## src/pkg/spi_pkg.sv

```systemverilog
// Purpose: shared constants and types for the byte-serial spi master block
// Assumes: 40 MHz pclk, 32-bit apb data, one register per aligned word
// Notes: register indices are multiplied by four to form byte addresses
`default_nettype none
package spi_pkg;

  // register indices and byte addresses
  localparam logic [7:0] DATA_IDX = 8'h60;
  localparam logic [7:0] CTRL_IDX = 8'h61;
  localparam logic [11:0] DATA_ADDR = {2'b00, DATA_IDX, 2'b00};
  localparam logic [11:0] CTRL_ADDR = {2'b00, CTRL_IDX, 2'b00};

  // control register field positions
  localparam int TRANSFER_COMPLETE_FLAG_BIT = 7;
  localparam int TBF_BIT = 6;
  localparam int CFG_MSB = 5;

  // comm mode encodings
  localparam logic [1:0] MODE_OFF = 2'h0;
  localparam logic [1:0] MODE_MASTER = 2'h1;
  localparam logic [1:0] MODE_SLAVE = 2'h2;

  // timing: bit periods per rate select code, in ns
  localparam int CLK_NS = 25;
  localparam int BIT_NS_R0 = 500;
  localparam int BIT_NS_R1 = 1000;
  localparam int BIT_NS_R2 = 2000;
  localparam int BIT_NS_R3 = 16000;
  localparam int BIT_CYC_R0 = BIT_NS_R0 / CLK_NS;
  localparam int BIT_CYC_R1 = BIT_NS_R1 / CLK_NS;
  localparam int BIT_CYC_R2 = BIT_NS_R2 / CLK_NS;
  localparam int BIT_CYC_R3 = BIT_NS_R3 / CLK_NS;
  // fastest rate: active clock phase is one third of the bit, else one half
  localparam logic [9:0] LEAD_R0 = 10'(BIT_CYC_R0 / 3);
  localparam logic [9:0] TRAIL_R0 = 10'(BIT_CYC_R0 - BIT_CYC_R0 / 3);
  localparam logic [9:0] HALF_R1 = 10'(BIT_CYC_R1 / 2);
  localparam logic [9:0] HALF_R2 = 10'(BIT_CYC_R2 / 2);
  localparam logic [9:0] HALF_R3 = 10'(BIT_CYC_R3 / 2);
  localparam logic [2:0] LAST_BIT = 3'h7;

  typedef struct packed {
    logic [1:0] mode;
    logic clock_polarity_select;
    logic clock_phase_select;
    logic [1:0] rate;
  } cfg_s;

  typedef struct packed {
    logic sck;
    logic mosi;
    logic out_en;
  } spi_out_s;

  localparam cfg_s CFG_RST = 6'h00;
  localparam logic [7:0] DATA_RST = 8'h00;

  typedef enum logic [3:0] {
    ST_IDLE = 4'b0001,
    ST_SETUP = 4'b0010,
    ST_LEAD = 4'b0100,
    ST_TRAIL = 4'b1000
  } eng_e;

endpackage : spi_pkg
`default_nettype wire

```

## src/logic/spi_master.sv

```systemverilog
// Purpose: apb-attached spi master moving one byte per data port write
// Assumes: miso comes from off-chip and is synchronised; slave select is a gpio
// Notes: zero-wait apb slave; the transfer-done pulse feeds the system interrupt
//
// How it works
// data port write fills transmit buffer; read returns receive buffer
// only a buffered data port byte in master mode starts a byte transfer; a byte written in another mode waits and starts when master mode is set
// eight bits go out msb first with the driven serial clock
// miso bits replace outgoing byte; at end copy to receive, pulse request
// a newer completed byte overwrites an unread receive buffer
// firmware drives slave select from a gpio; no select made here
// idle shifter takes the buffered byte at once and starts shifting
// while busy, next byte loads in the same cycle the current byte reaches receive buffer
// buffer-full flag high from write until byte moves into shifter
// write while buffer full replaces the waiting byte
// drive mosi and sck out, sample miso in
// four shift rates chosen by the rate select field
// exactly eight sck pulses per byte
// sck phase and idle level follow phase and polarity selects
// sck active share one third at fastest rate, half otherwise
// firmware sets port bits to one and configures miso as input
// mode field: 00 off, 01 master, 10 slave, 11 reserved
// rate codes 00..11 give 2, 1, 0.5, 0.0625 Mbit/s
// transfer-complete flag set by hardware at byte end, cleared by firmware
// polarity one idles sck high, zero idles low
// phase zero samples on first edge; phase one samples on second
`timescale 1ns/1ps
`default_nettype none

module spi_master (
  input wire logic pclk, // apb clock
  input wire logic presetn, // async reset, active low
  input wire logic psel, // apb select
  input wire logic penable, // apb access phase
  input wire logic pwrite, // apb direction
  input wire logic [11:0] paddr, // apb byte address
  input wire logic [31:0] pwdata, // apb write data
  output logic [31:0] prdata, // apb read data
  output logic pready, // apb ready
  output logic pslverr, // apb error on unmapped address
  input wire logic miso, // serial data from slave
  output spi_pkg::spi_out_s spi_o, // sck, mosi and pin drive enable
  output logic xfer_done // one-cycle interrupt request per byte
);
  import spi_pkg::*;

  cfg_s cfg_r;
  eng_e st_r, st_nxt;
  logic [7:0] tx_r, rx_r, sh_r, sh_nxt;
  logic tbf_r, transfer_complete_flag_r, done_r, sck_r, mosi_r, mosi_nxt;
  logic [9:0] cnt_r, cnt_nxt, lead_len, trail_len;
  logic [2:0] bit_r, bit_nxt;
  logic miso_m_r, miso_s_r;
  logic [31:0] prdata_r;
  logic [3:0] pulse_cnt_r;

  // apb decode
  wire setup = psel & ~penable;
  wire access = psel & penable;
  wire hit_data = paddr == DATA_ADDR;
  wire hit_ctrl = paddr == CTRL_ADDR;
  wire wr_data = access & pwrite & hit_data;
  wire wr_ctrl = access & pwrite & hit_ctrl;
  wire rd_setup = setup & ~pwrite;
  wire [7:0] ctrl_rd = {transfer_complete_flag_r, tbf_r, cfg_r};
  wire is_master = cfg_r.mode == MODE_MASTER;

  assign pready = 1'b1;
  assign pslverr = access & ~(hit_data | hit_ctrl);
  assign prdata = prdata_r;

  // engine control terms
  wire phase_end = cnt_r == 10'h000;
  wire last_bit = bit_r == LAST_BIT;
  wire finish = is_master & (st_r == ST_TRAIL) & phase_end & last_bit;
  // buffered byte leaves for the shifter: idle, or right after a byte ends
  wire take = is_master & tbf_r & ((st_r == ST_IDLE) | finish);

  // phase lengths from rate select
  always_comb begin
    unique case (cfg_r.rate)
      2'h0: begin
        lead_len = LEAD_R0;
        trail_len = TRAIL_R0;
      end
      2'h1: begin
        lead_len = HALF_R1;
        trail_len = HALF_R1;
      end
      2'h2: begin
        lead_len = HALF_R2;
        trail_len = HALF_R2;
      end
      2'h3: begin
        lead_len = HALF_R3;
        trail_len = HALF_R3;
      end
    endcase
  end

  // shift engine next state
  always_comb begin
    st_nxt = st_r;
    sh_nxt = sh_r;
    mosi_nxt = mosi_r;
    bit_nxt = bit_r;
    cnt_nxt = phase_end ? cnt_r : cnt_r - 10'h001;
    if (!is_master) begin
      // leaving master mode abandons any byte in flight
      st_nxt = ST_IDLE;
      cnt_nxt = 10'h000;
    end else begin
      unique case (st_r)
        ST_IDLE: begin
          if (take) begin
            st_nxt = ST_SETUP;
            cnt_nxt = trail_len - 10'h001;
            sh_nxt = tx_r;
            bit_nxt = 3'h0;
            if (!cfg_r.clock_phase_select) mosi_nxt = tx_r[7];
          end
        end
        ST_SETUP, ST_TRAIL: begin
          if (phase_end && st_r == ST_TRAIL && last_bit) begin
            if (take) begin
              st_nxt = ST_SETUP;
              cnt_nxt = trail_len - 10'h001;
              sh_nxt = tx_r;
              bit_nxt = 3'h0;
              if (!cfg_r.clock_phase_select) mosi_nxt = tx_r[7];
            end else begin
              st_nxt = ST_IDLE;
            end
          end else if (phase_end) begin
            // first edge of a bit
            st_nxt = ST_LEAD;
            cnt_nxt = lead_len - 10'h001;
            if (st_r == ST_TRAIL) bit_nxt = bit_r + 3'h1;
            if (!cfg_r.clock_phase_select) sh_nxt = {sh_r[6:0], miso_s_r};
            else mosi_nxt = sh_r[7];
          end
        end
        ST_LEAD: begin
          if (phase_end) begin
            // second edge of a bit
            st_nxt = ST_TRAIL;
            cnt_nxt = trail_len - 10'h001;
            if (!cfg_r.clock_phase_select) mosi_nxt = sh_r[7];
            else sh_nxt = {sh_r[6:0], miso_s_r};
          end
        end
      endcase
    end
  end

  // miso synchroniser: only the second stage is read
  always_ff @(posedge pclk or negedge presetn) begin
    if (!presetn) begin
      miso_m_r <= 1'b0;
      miso_s_r <= 1'b0;
    end else begin
      miso_m_r <= miso;
      miso_s_r <= miso_m_r;
    end
  end

  always_ff @(posedge pclk or negedge presetn) begin
    if (!presetn) begin
      st_r <= ST_IDLE;
      cnt_r <= 10'h000;
      bit_r <= 3'h0;
      sh_r <= DATA_RST;
      mosi_r <= 1'b0;
      sck_r <= 1'b0;
    end else begin
      st_r <= st_nxt;
      cnt_r <= cnt_nxt;
      bit_r <= bit_nxt;
      sh_r <= sh_nxt;
      mosi_r <= mosi_nxt;
      sck_r <= cfg_r.clock_polarity_select ^ (st_nxt == ST_LEAD);
    end
  end

  // registers and flags; a hardware set beats a same-cycle clear
  always_ff @(posedge pclk or negedge presetn) begin
    if (!presetn) begin
      cfg_r <= CFG_RST;
      tx_r <= DATA_RST;
      rx_r <= DATA_RST;
      tbf_r <= 1'b0;
      transfer_complete_flag_r <= 1'b0;
      done_r <= 1'b0;
    end else begin
      if (wr_ctrl) cfg_r <= cfg_s'(pwdata[CFG_MSB:0]);
      if (wr_data) tx_r <= pwdata[7:0];
      if (finish) rx_r <= sh_r;
      tbf_r <= wr_data | (tbf_r & ~take);
      transfer_complete_flag_r <= finish | (transfer_complete_flag_r & ~(wr_ctrl & ~pwdata[TRANSFER_COMPLETE_FLAG_BIT]));
      done_r <= finish;
    end
  end

  // read data captured in the setup phase so the answer is a flop output
  always_ff @(posedge pclk or negedge presetn) begin
    if (!presetn) begin
      prdata_r <= 32'h0000_0000;
    end else if (rd_setup) begin
      prdata_r <= hit_data ? {24'h00_0000, rx_r} :
                  hit_ctrl ? {24'h00_0000, ctrl_rd} : 32'h0000_0000;
    end
  end

  assign spi_o = '{sck: sck_r, mosi: mosi_r, out_en: is_master};
  assign xfer_done = done_r;

  // helper: sck pulses seen in the current byte
  always_ff @(posedge pclk or negedge presetn) begin
    if (!presetn) pulse_cnt_r <= 4'h0;
    else if (take) pulse_cnt_r <= 4'h0;
    else if (st_r != ST_LEAD && st_nxt == ST_LEAD) pulse_cnt_r <= pulse_cnt_r + 4'h1;
  end
endmodule : spi_master

`default_nettype wire

```

## config.mk

```make
export PLATFORM = sky130hd
export DESIGN_NAME = spi_master
export DESIGN_NICKNAME = d
export VERILOG_FILES = /design/src/pkg/spi_pkg.sv /design/src/logic/spi_master.sv
export SDC_FILE = /design/constraint.sdc
export NUM_CORES = 1
export LEC_CHECK = 0
export ABC_AREA = 1
export BUFFER_PORTS_ARGS = -buffer_cell sky130_fd_sc_hd__buf_2
export CORE_UTILIZATION = 45
export DETAILED_ROUTE_END_ITERATION = 7
export GPL_ROUTABILITY_DRIVEN = 0
export PLACE_DENSITY_LB_ADDON = 0.1
export SYNTH_ARGS = -nofsm -noshare
export SYNTH_HDL_FRONTEND = slang
export SYNTH_SLANG_ARGS = --single-unit
```

## constraint.sdc

```tcl
create_clock -name pclk -period 3.5 [get_ports pclk]
set_clock_uncertainty 0.2 [all_clocks]
set_input_delay 0.175 -clock pclk [delete_from_list [all_inputs] [get_ports pclk]]
set_output_delay 0.175 -clock pclk [all_outputs]
set_load 0.005 [all_outputs]
```

==> run metrics, run 1 <==
Initial DRC Count about 150; Clock H-tree levels 3; Syn Inst Count just under 500; crit path cell chain ha_1 > ha_1 > inv_1 > nor2_1 > nand4_4 > nand2_2 > nand2_2 > inv_2 > o21ai_2 > nand2_1 > nand2_1; compound-cell area share of the yosys netlist 0.1409; simple-gate share of the synthesized area 0.2381; Nets 587; clock transition at the registers of the reported paths 0.07 ns; sequential-to-total area share from yosys stat 0.4145; CTS tree built; Sequential Power Share 0.491; worst hold stages 5; VDD IR max around 180 uV; pwr/cell area 359.3 nW/um^2; final WL 8035 um; Main synth FF type dfrtp_1; largest family of logic cells by synthesized area simple AND/OR/NAND/NOR gates; synthesized area per cell 7.788 sq um; worst-margin pin slew ~0.65 ns; layout cells sized above 1 0.1679; Crit path depth 11; multiplexer share of the synthesized area 0; final number of max-transition violations 0; CP Launch Type flop; IO buf count 38; switching pwr 0.0003316 W; Antenna Violating Nets Remaining 0; number of synthesized flops with an enable pin 0; hold slack roughly 0.03 ns; number of buffers created by CTS 9; CTS root buffer clkbuf_8; PostCTS Resize Cnt 0; period utilisation layout 0.7644; Total GRT Usage 0.2053; die width 93.24 um; Int Power 0.001179 W; worst-path maximum fanout 23; grt total ovfl 0; Hold EP tx_r[6]$_DFFE_PN0P_; CORE AREA a little under 8000 sq um; DRT Pass-1 Iters 4; Worst Path Buf+Inv 2; CP Capture Type flop; synthesis-to-finish area growth 12.19%; crit path DAT between 2 and 3 ns; Die Height around 93 um; relative slew slack 0.5670; Worst Setup Path Type flop to flop; vias per inst approximately 5; R2R depth 11; CP max stage delay approximately 0.4 ns; status complete, no violations; routed len/inst 12.71 um; XOR/XNOR share of the synthesized area 0.02104; first-pass GRT wire length ~14,000 um; Final min period 2.675 ns; WP data required ~3.6 ns; post-DP HPWL 5723 um; # setup viols final 0; synthesized area about 3700 sq um; fraction of registers with async set/reset 1.000; initial core utilization 0.4749; # diodes 0; clock network power share 0.450; die area roughly 8700 sq um; #FFs+latches synth 62; largest net degree at the start of global routing 53; combinational share of power 0.059; leakage approximately 2.1 nW; CTS Sinks between 60 and 70; Netlist cell types between 40 and 50; Synthesis Warnings 0; Worst R2R Setup Slack about 0.82 ns; Critical-path top delay cell dfrtp_1; max cap viols 0; Std-Cell Rows 32; io pins a little under 90; FF-to-FF Start bit_r[0]$_DFFE_PN0P_; Crit Reg-Reg Endpoint sh_r[0]$_DFFE_PN0P_; fillcell total 784; initial antenna violation count 0; drt drc 0; RSZ-0062 raised after global routing false; setup TNS 0 ns; Final Hold Vio Count 0; worst skew pair latency between 0.3 and 0.4 ns; HP Class primary input to flop; vias in the first global route between 2k and 3k; CTS max path bufs 2; via count slightly above 3k; adder-cell share of the synthesized area 0.04008; critical path's top delay family simple AND/OR/NAND/NOR gates; hold_sp pwrite; Switching Fraction 0.2196; fmax about 370 MHz
[cell usage after synthesis (2+ instances only)]
cell / count / area [sq um]
nand2_1: 121 / 454.2
dfrtp_1: 61 / 1526
inv_1: 58 / 217.7
a21oi_1: 31 / 155.2
buf_4: 29 / 217.7
o21ai_0: 26 / 130.1
nor2_1: 25 / 93.84
nand3_1: 19 / 95.09
o21ai_1: 19 / 95.09
ha_1: 12 / 150.1
a22oi_1: 8 / 60.06
inv_2: 8 / 30.03
clkbuf_1: 6 / 22.52
xnor2_1: 6 / 52.55
nand2_2: 5 / 31.28
nand4_1: 4 / 25.02
nor3_1: 4 / 20.02
buf_2: 3 / 15.01
buf_6: 3 / 33.78
nor2_2: 3 / 18.77
o21ai_2: 3 / 26.28
xor2_1: 3 / 26.28
a21oi_2: 2 / 17.52
conb_1: 2 / 7.510
nand2_4: 2 / 22.52
nor2_4: 2 / 22.52
o211ai_1: 2 / 15.01
[registers in the layout, indices dropped and copies added, names as in the netlist, 3 cells and up]
register,cells
sh_r,8
cfg_r,6
prdata,8
rx_r,8
st_r,4
bit_r,3
cnt_r,10
tx_r,8
[layout make-up]
type | instances | area, sq um | area share
multi-input combinational | 335 | 1743 | 0.4147
clock buffer | 13 | 178.9 | 0.04257
timing repair buffer | 51 | 312.8 | 0.07443
inverter | 66 | 247.7 | 0.05895
sequential | 62 | 1553 | 0.3695
clock inverter | 3 | 40.04 | 0.009527
tap | 102 | 127.6 | 0.03037
[per-layer routing]
layer	routed length [um]	vias up	GRT usage
met5	0	-	0
met3	283	14	0.03252
met1	4022	1446	0.2813
met2	3563	74	0.3180
li1	-	1570	-
met4	166	0	0.09615
[cell usage in the layout, fill, tap and decap left out, drive strengths merged]
cell type	instances
a21oi	33
nand3	20
clkbuf	13
buf	41
clkinv	2
bufinv	1
or2	2
dfrtp	61
nand2	128
conb	25
xor2	3
nand3b	1
nand4	6
nor2	31
ha	12
o21ai	48
o21bai	1
dfstp	1
a31oi	1
inv	66
a22o	1
nor3	5
o211ai	2
xnor2	6
o22ai	1
dlygate4sd3	10
a22oi	8
nor4b	1
[power by group through the flow]
stage | Combinational, W | Clock, W | Sequential, W
floorplan | 0.0000522 | 0 | 0.000756
global placement | 0.0000813 | 0 | 0.000754
detailed placement | 0.0000828 | 0 | 0.000755
CTS | 0.0000913 | 0.000694 | 0.000742
global route | 0.000104 | 0.000730 | 0.000743
finish | 0.0000892 | 0.000679 | 0.000742
[cell families after synthesis]
| family | count (synthesis) |
|---|---|
| AO/OA/AOI/OAI | 95 |
| XOR/XNOR | 9 |
| adder cells (fa/ha/maj) | 12 |
| buffers and inverters | 107 |
| flip-flops | 62 |
| other | 2 |
| AND/OR/NAND/NOR | 194 |
[worst max path at each step]
stage / startpoint / to / slack [ns]
3_5_place_dp: bit_r[0]$_DFFE_PN0P_ / sh_r[2]$_DFFE_PN0P_ / 0.84
5_1_grt: bit_r[0]$_DFFE_PN0P_ / sh_r[0]$_DFFE_PN0P_ / 0.62
2_1_floorplan: cnt_r[0]$_DFF_PN0_ / cnt_r[0]$_DFF_PN0_ / 1.48
3_3_place_gp: cnt_r[0]$_DFF_PN0_ / sh_r[2]$_DFFE_PN0P_ / 0.84
4_1_cts: bit_r[0]$_DFFE_PN0P_ / sh_r[2]$_DFFE_PN0P_ / 0.81
6_report: bit_r[0]$_DFFE_PN0P_ / sh_r[0]$_DFFE_PN0P_ / 0.82
[worst min-delay path: cells and delay by family]
kind	cells	cell delay, ns
and+or+nand+nor	3	0.21
buffers and inverters	2	0.15
[stage by stage]
step | instances | total power [W] | cell area (sq um) | worst slack [ns] | utilization
3_3_place_gp | 606 | 0.0008355 | 3884 | 0.8442 | 0.4924
3_5_place_dp | 606 | 0.0008382 | 3884 | 0.8356 | 0.4924
2_1_floorplan | 504 | 0.0008083 | 3832 | 1.477 | -
5_1_grt | 632 | 0.001578 | 4203 | 0.6214 | 0.5328
6_report | 632 | 0.001510 | 4203 | 0.8246 | 0.5328
4_1_cts | 632 | 0.001527 | 4203 | 0.8147 | 0.5328
[timing repair]
action | CTS | global route
endpoints found under the hold margin | 26 | 0
buffers inserted | 0 | 0
hold buffers | 10 | 0
(Power assumes the default switching activity.)
==> run 2, diff against run 1 <==
==> constraint.sdc (replaced) <==
create_clock -name pclk -period 2.4 [get_ports pclk]
set_clock_uncertainty 0.2 [all_clocks]
set_input_delay 0.12 -clock pclk [delete_from_list [all_inputs] [get_ports pclk]]
set_output_delay 0.12 -clock pclk [all_outputs]
set_load 0.005 [all_outputs]
==> run 2 against run 1 <==
Largest cell class unchanged. Fmax grew 23%. Total power grew 50%. Cell count grew 0.79%. Critical path depth is the same. Combinational power grew 49%. First-iteration DRC count grew 18%. Clock power grew 55%. Register-to-register slack lost 0.60 ns. Die area is the same.
==> run metrics, run 2 (synthesis results as in run 1) <==
vias in the first global route 2,952 (+0.44%); CP max stage delay 0.40 ns (about the same); critical path's top delay family simple AND/OR/NAND/NOR gates; routed len/inst 12.80 um (+0.65%); fillcell total 747 (-4.7%); number of buffers created by CTS 9 (unchanged); crit path DAT 2.26 ns (-0.49 ns); CP Capture Type flop; CTS Sinks 62 (unchanged); HP Class primary input to async pin; commonest non-fill, non-tap cells in the layout nand2_1 (121), dfrtp_1 (61), inv_1 (58); drt drc 0 (unchanged); max reg flops 10 (unchanged); layout cells sized above 1 0.1720 (+0.004038); period utilisation layout 0.9070 (+0.1426); worst-path maximum fanout 23 (unchanged); setup TNS 0 ns (unchanged); Clock H-tree levels 3 (unchanged); # diodes 0 (unchanged); via count 3,103 (-0.032%); crit path cell chain inv_1 > ha_1 > nand2_2 > nor2_8 > nand2_4 > a21oi_2 > o211ai_1 > inv_2 > buf_4 > nand2_1 > nand2_1; # setup viols final 0 (unchanged); Final Hold Vio Count 0 (unchanged); first-pass GRT wire length 14,080 um (+2.6%); final number of max-transition violations 0 (unchanged); Switching Fraction 0.2191 (-0.0004209); status complete, no violations; Worst path most repeated cell nand2_1; CTS tree built; Int Power 0.001768 W (+50%); max cap viols 0 (unchanged); CP Launch Type flop; clock network power share 0.464 (+0.014); IO buf count 38 (unchanged); Final min period 2.177 ns (-0.4986 ns); leakage 2.173 nW (+1.1%); CTS max path bufs 2 (unchanged); pre-CTS setup slack 0.1799 ns (-0.6557 ns); Placement Cell Area 3934 sq um (+1.3%); worst-margin pin slew 0.6020 ns (-0.04751 ns); post-DP HPWL 5786 um (+1.1%); Largest Register cnt_r; clock transition at the registers of the reported paths 0.07 ns (about the same); synthesis-to-finish area growth 14.09%; CTS root buffer clkbuf_8; Initial DRC Count 172 (+18%); setup ws final 0.2232 ns (-0.6014 ns); final cell count without fillers 637 (+0.79%); worst skew pair latency 0.34 ns (about the same); vias per inst 4.871 (-0.82%); CORE AREA 7888 sq um (unchanged); die area 8694 sq um (unchanged); Nets 593 (+1.0%); Critical-path top delay cell dfrtp_1; initial antenna violation count 0 (unchanged); DRT Pass-1 Iters 4 (unchanged); Post-CTS Repair Setup Buffers 0 (unchanged); Sequential Power Share 0.477 (-0.014); RSZ-0062 raised after global routing true; commonest non-fill, non-tap cell in the layout nand2_1; switching pwr 0.0004961 W (+50%); Inst Count DP 611 (+0.83%); grt total ovfl 0 (unchanged); relative slew slack 0.5977 (+0.03070); Die Height 93.24 um (unchanged); Worst Setup Path Type flop to flop; io pins 88 (unchanged); combinational share of power 0.059 (about the same); VDD IR max 282.2 uV (+57%); largest net degree at the start of global routing 38 (-28%); final instance area 4274 sq um (+1.7%); Total GRT Usage 0.2123 (+0.006969); initial core utilization 0.4749 (unchanged); Antenna Violating Nets Remaining 0 (unchanged); final WL 8151 um (+1.4%); pwr/cell area 529.7 nW/um^2 (+47%); WP data required 2.48 ns (-1.09 ns); Worst Path Buf+Inv 3 (+1); die width 93.24 um (unchanged); fmax 459.4 MHz (+23%); Std-Cell Rows 32 (unchanged); Power Total 0.002264 W (+50%)
## run 2: per-layer routing
layer / up-vias / wire, um / part of all wire / track usage
met3: 12 / 391 / 0.048 / 0.03333
met4: 0 / 157 / 0.019 / 0.08590
met1: 1429 / 3965 / 0.49 / 0.2876
met2: 82 / 3638 / 0.45 / 0.3395
met5: - / 0 / 0 / 0
li1: 1580 / - / - / -
## run 2: area by class of cell
cell class / instances / area (sq um) / area share
Sequential cell: 62 / 1553 / 0.3633
Clock inverter: 3 / 67.56 / 0.01581
Timing Repair Buffer: 57 / 372.9 / 0.08724
Clock buffer: 12 / 155.1 / 0.03630
Multi-Input combinational cell: 335 / 1750 / 0.4095
Inverter: 66 / 247.7 / 0.05796
Tap cell: 102 / 127.6 / 0.02986
## run 2: final timing paths
kind	start	to	slack (ns)	cells after the start
max in group asynchronous	presetn	cnt_r[3]$_DFF_PN0_	1.28	3
min	presetn	cfg_r[3]$_DFFE_PN0P_	0.11	2
min in group pclk	paddr[1]	prdata[4]$_DFFE_PN0P_	0.14	7
min reg2reg	miso_m_r$_DFF_PN0_	miso_s_r$_DFF_PN0_	0.15	0
max reg2reg	cnt_r[0]$_DFF_PN0_	sh_r[2]$_DFFE_PN0P_	0.22	11
max	cnt_r[0]$_DFF_PN0_	sh_r[2]$_DFFE_PN0P_	0.22	11
## run 2: timing repair
action,in CTS,in global routing
hold buffers,11,0
endpoints found under the setup margin,0,4
gates resized for setup,0,2
endpoints found under the hold margin,41,0
## run 2: per-stage QoR
step	utilization	hold slack, ns
2_1_floorplan	-	-0.3756
3_3_place_gp	0.4987	-0.03452
3_5_place_dp	0.4987	-0.03774
4_1_cts	0.5409	0.1226
5_1_grt	0.5419	0.1583
6_report	0.5419	0.1141
## run 2: power groups by stage
| stage | clock network, W | logic, W | registers, W |
|---|---|---|---|
| finish | 0.00105 | 0.000133 | 0.00108 |
| global route | 0.00111 | 0.000156 | 0.00108 |
| CTS | 0.00107 | 0.000136 | 0.00108 |
| detailed placement | 0 | 0.000123 | 0.00110 |
| global placement | 0 | 0.000122 | 0.00110 |
| floorplan | 0 | 0.0000761 | 0.00110 |
==> run 3, diff against run 2 <==
--- a/config.mk
+++ b/config.mk
@@ -10,6 +10,7 @@
 export CORE_UTILIZATION = 45
 export DETAILED_ROUTE_END_ITERATION = 7
 export GPL_ROUTABILITY_DRIVEN = 0
+export MAX_ROUTING_LAYER = met4
 export PLACE_DENSITY_LB_ADDON = 0.1
 export SYNTH_ARGS = -nofsm -noshare
 export SYNTH_HDL_FRONTEND = slang
==> run 3 against run 2 <==
Highest routed layer unchanged. Cell count unchanged. Sequential share of layout area unchanged. Combinational power about the same. Non-clock buffer count unchanged. First-iteration DRC count increased by 14%. Register-to-register slack about the same. Die area unchanged.
==> run metrics, run 3 (synthesis results as in run 1) <==
status complete, no violations; HP Class primary input to async pin; clock transition at the registers of the reported paths 0.07 ns (about the same); final cell count without fillers 637 (unchanged); commonest non-fill, non-tap cells in the layout nand2_1 (121), dfrtp_1 (61), inv_1 (58); Worst Setup Path Type flop to flop; fillcell total 747 (unchanged); switching pwr 0.0004944 W (-0.34%); Std-Cell Rows 32 (unchanged); final WL 8186 um (+0.43%); die width 93.24 um (unchanged); Int Power 0.001768 W (about the same); Inst Count DP 611 (unchanged); Total GRT Usage 0.2182 (+0.005958); die area 8694 sq um (unchanged); worst-margin pin slew 0.6020 ns (-0.00008273 ns); via count 3,125 (+0.71%); Antenna Violating Nets Remaining 0 (unchanged); layout cells sized above 1 0.1720 (unchanged); period utilisation layout 0.9045 (-0.002515); number of buffers created by CTS 9 (unchanged); IO buf count 38 (unchanged); largest net degree at the start of global routing 38 (unchanged); clock network power share 0.463 (about the same); CORE AREA 7888 sq um (unchanged); Final min period 2.171 ns (-0.006036 ns); final number of max-transition violations 0 (unchanged); Sequential Power Share 0.478 (about the same); routed len/inst 12.85 um (+0.43%); CTS root buffer clkbuf_8; WP data required 2.49 ns (about the same); drt drc 0 (unchanged); Clock H-tree levels 3 (unchanged); leakage 2.173 nW (unchanged); CTS Sinks 62 (unchanged); Initial DRC Count 196 (+14%); synthesis-to-finish area growth 14.09% (unchanged); CP Capture Type flop; # diodes 0 (unchanged); relative slew slack 0.5975 (about the same); DRT Pass-1 Iters 4 (unchanged); Nets 593 (unchanged); worst-path maximum fanout 23 (unchanged); Final Hold Vio Count 0 (unchanged); CP Launch Type flop; # setup viols final 0 (unchanged); VDD IR max 281.7 uV (-0.17%); first-pass GRT wire length 14,070 um (about the same); max reg flops 10 (unchanged); initial core utilization 0.4749 (unchanged); vias in the first global route 2,953 (+0.034%); fmax 460.7 MHz (+0.28%); post-DP HPWL 5786 um (unchanged); io pins 88 (unchanged); worst skew pair latency 0.34 ns (about the same); grt total ovfl 0 (unchanged); pre-CTS setup slack 0.1799 ns (unchanged); vias per inst 4.906 (+0.71%); setup ws final 0.2293 ns (+0.006036 ns); RSZ-0062 raised after global routing true; Largest Register cnt_r; CTS max path bufs 2 (unchanged); commonest non-fill, non-tap cell in the layout nand2_1; Power Total 0.002262 W (about the same); crit path DAT 2.26 ns (about the same); Switching Fraction 0.2186 (-0.0005749); initial antenna violation count 0 (unchanged); final core occ 0.5419 (unchanged); pwr/cell area 529.3 nW/um^2 (about the same); Die Height 93.24 um (unchanged); combinational share of power 0.059 (about the same); CTS tree built; max cap viols 0 (unchanged)
[run 3: cell type report]
class                      instances  area [sq um]  area share
clock buffer                      12         155.1     0.03630
clock inverter                     3         67.56     0.01581
inverter                          66         247.7     0.05796
multi-input combinational        335          1750      0.4095
sequential                        62          1553      0.3633
tap                              102         127.6     0.02986
timing repair buffer              57         372.9     0.08724
[run 3: worst paths after layout]
check                                   startpoint                    end  cells past startpoint  slack, ns
worst max-delay path            cnt_r[0]$_DFF_PN0_    sh_r[2]$_DFFE_PN0P_                     11       0.23
worst min-delay path                       presetn   cfg_r[3]$_DFFE_PN0P_                      2       0.11
worst max register to register  cnt_r[0]$_DFF_PN0_    sh_r[2]$_DFFE_PN0P_                     11       0.23
worst min register to register  miso_m_r$_DFF_PN0_     miso_s_r$_DFF_PN0_                      0       0.15
max in group asynchronous                  presetn     cnt_r[3]$_DFF_PN0_                      3       1.28
min in group pclk                         paddr[1]  prdata[4]$_DFFE_PN0P_                      7       0.14
[run 3: timing repair]
action	4_1_cts	5_1_grt
setup endpoints to repair	0	4
hold buffers	11	0
endpoints found under the hold margin	41	0
setup buffers	0	0
resized for setup	0	2
[run 3: per-stage QoR]
step	hold slack (ns)	cell area (sq um)	setup TNS, ns
floorplan	-0.3756	3832	0
global placement	-0.03452	3934	0
detailed placement	-0.03774	3934	0
CTS	0.1226	4267	0
global route	0.1582	4274	-0.03845
finish	0.1140	4274	0
[run 3: power groups by stage]
stage          combinational [W]  clock [W]  sequential (W)
2_1_floorplan          0.0000761          0         0.00110
3_3_place_gp            0.000122          0         0.00110
3_5_place_dp            0.000123          0         0.00110
4_1_cts                 0.000136    0.00107         0.00108
5_1_grt                 0.000156    0.00111         0.00108
6_report                0.000133    0.00105         0.00108
[run 3: per-layer routing]
layer	track usage	vias to the layer above	share of wire
li1	-	1582	-
met1	0.2876	1444	0.49
met2	0.3395	85	0.44
met3	0.03333	14	0.053
met4	0.08590	0	0.018
met5	-	-	0
[run 3: worst max-delay path, stage by stage, from the launching register on]
cell      delay (ns)
dfrtp_1         0.40
inv_1           0.06
ha_1            0.18
nand2_2         0.13
nor2_8          0.19
nand2_4         0.19
a21oi_2         0.24
o211ai_1        0.12
inv_2           0.10
buf_4           0.16
nand2_1         0.07
nand2_1         0.07
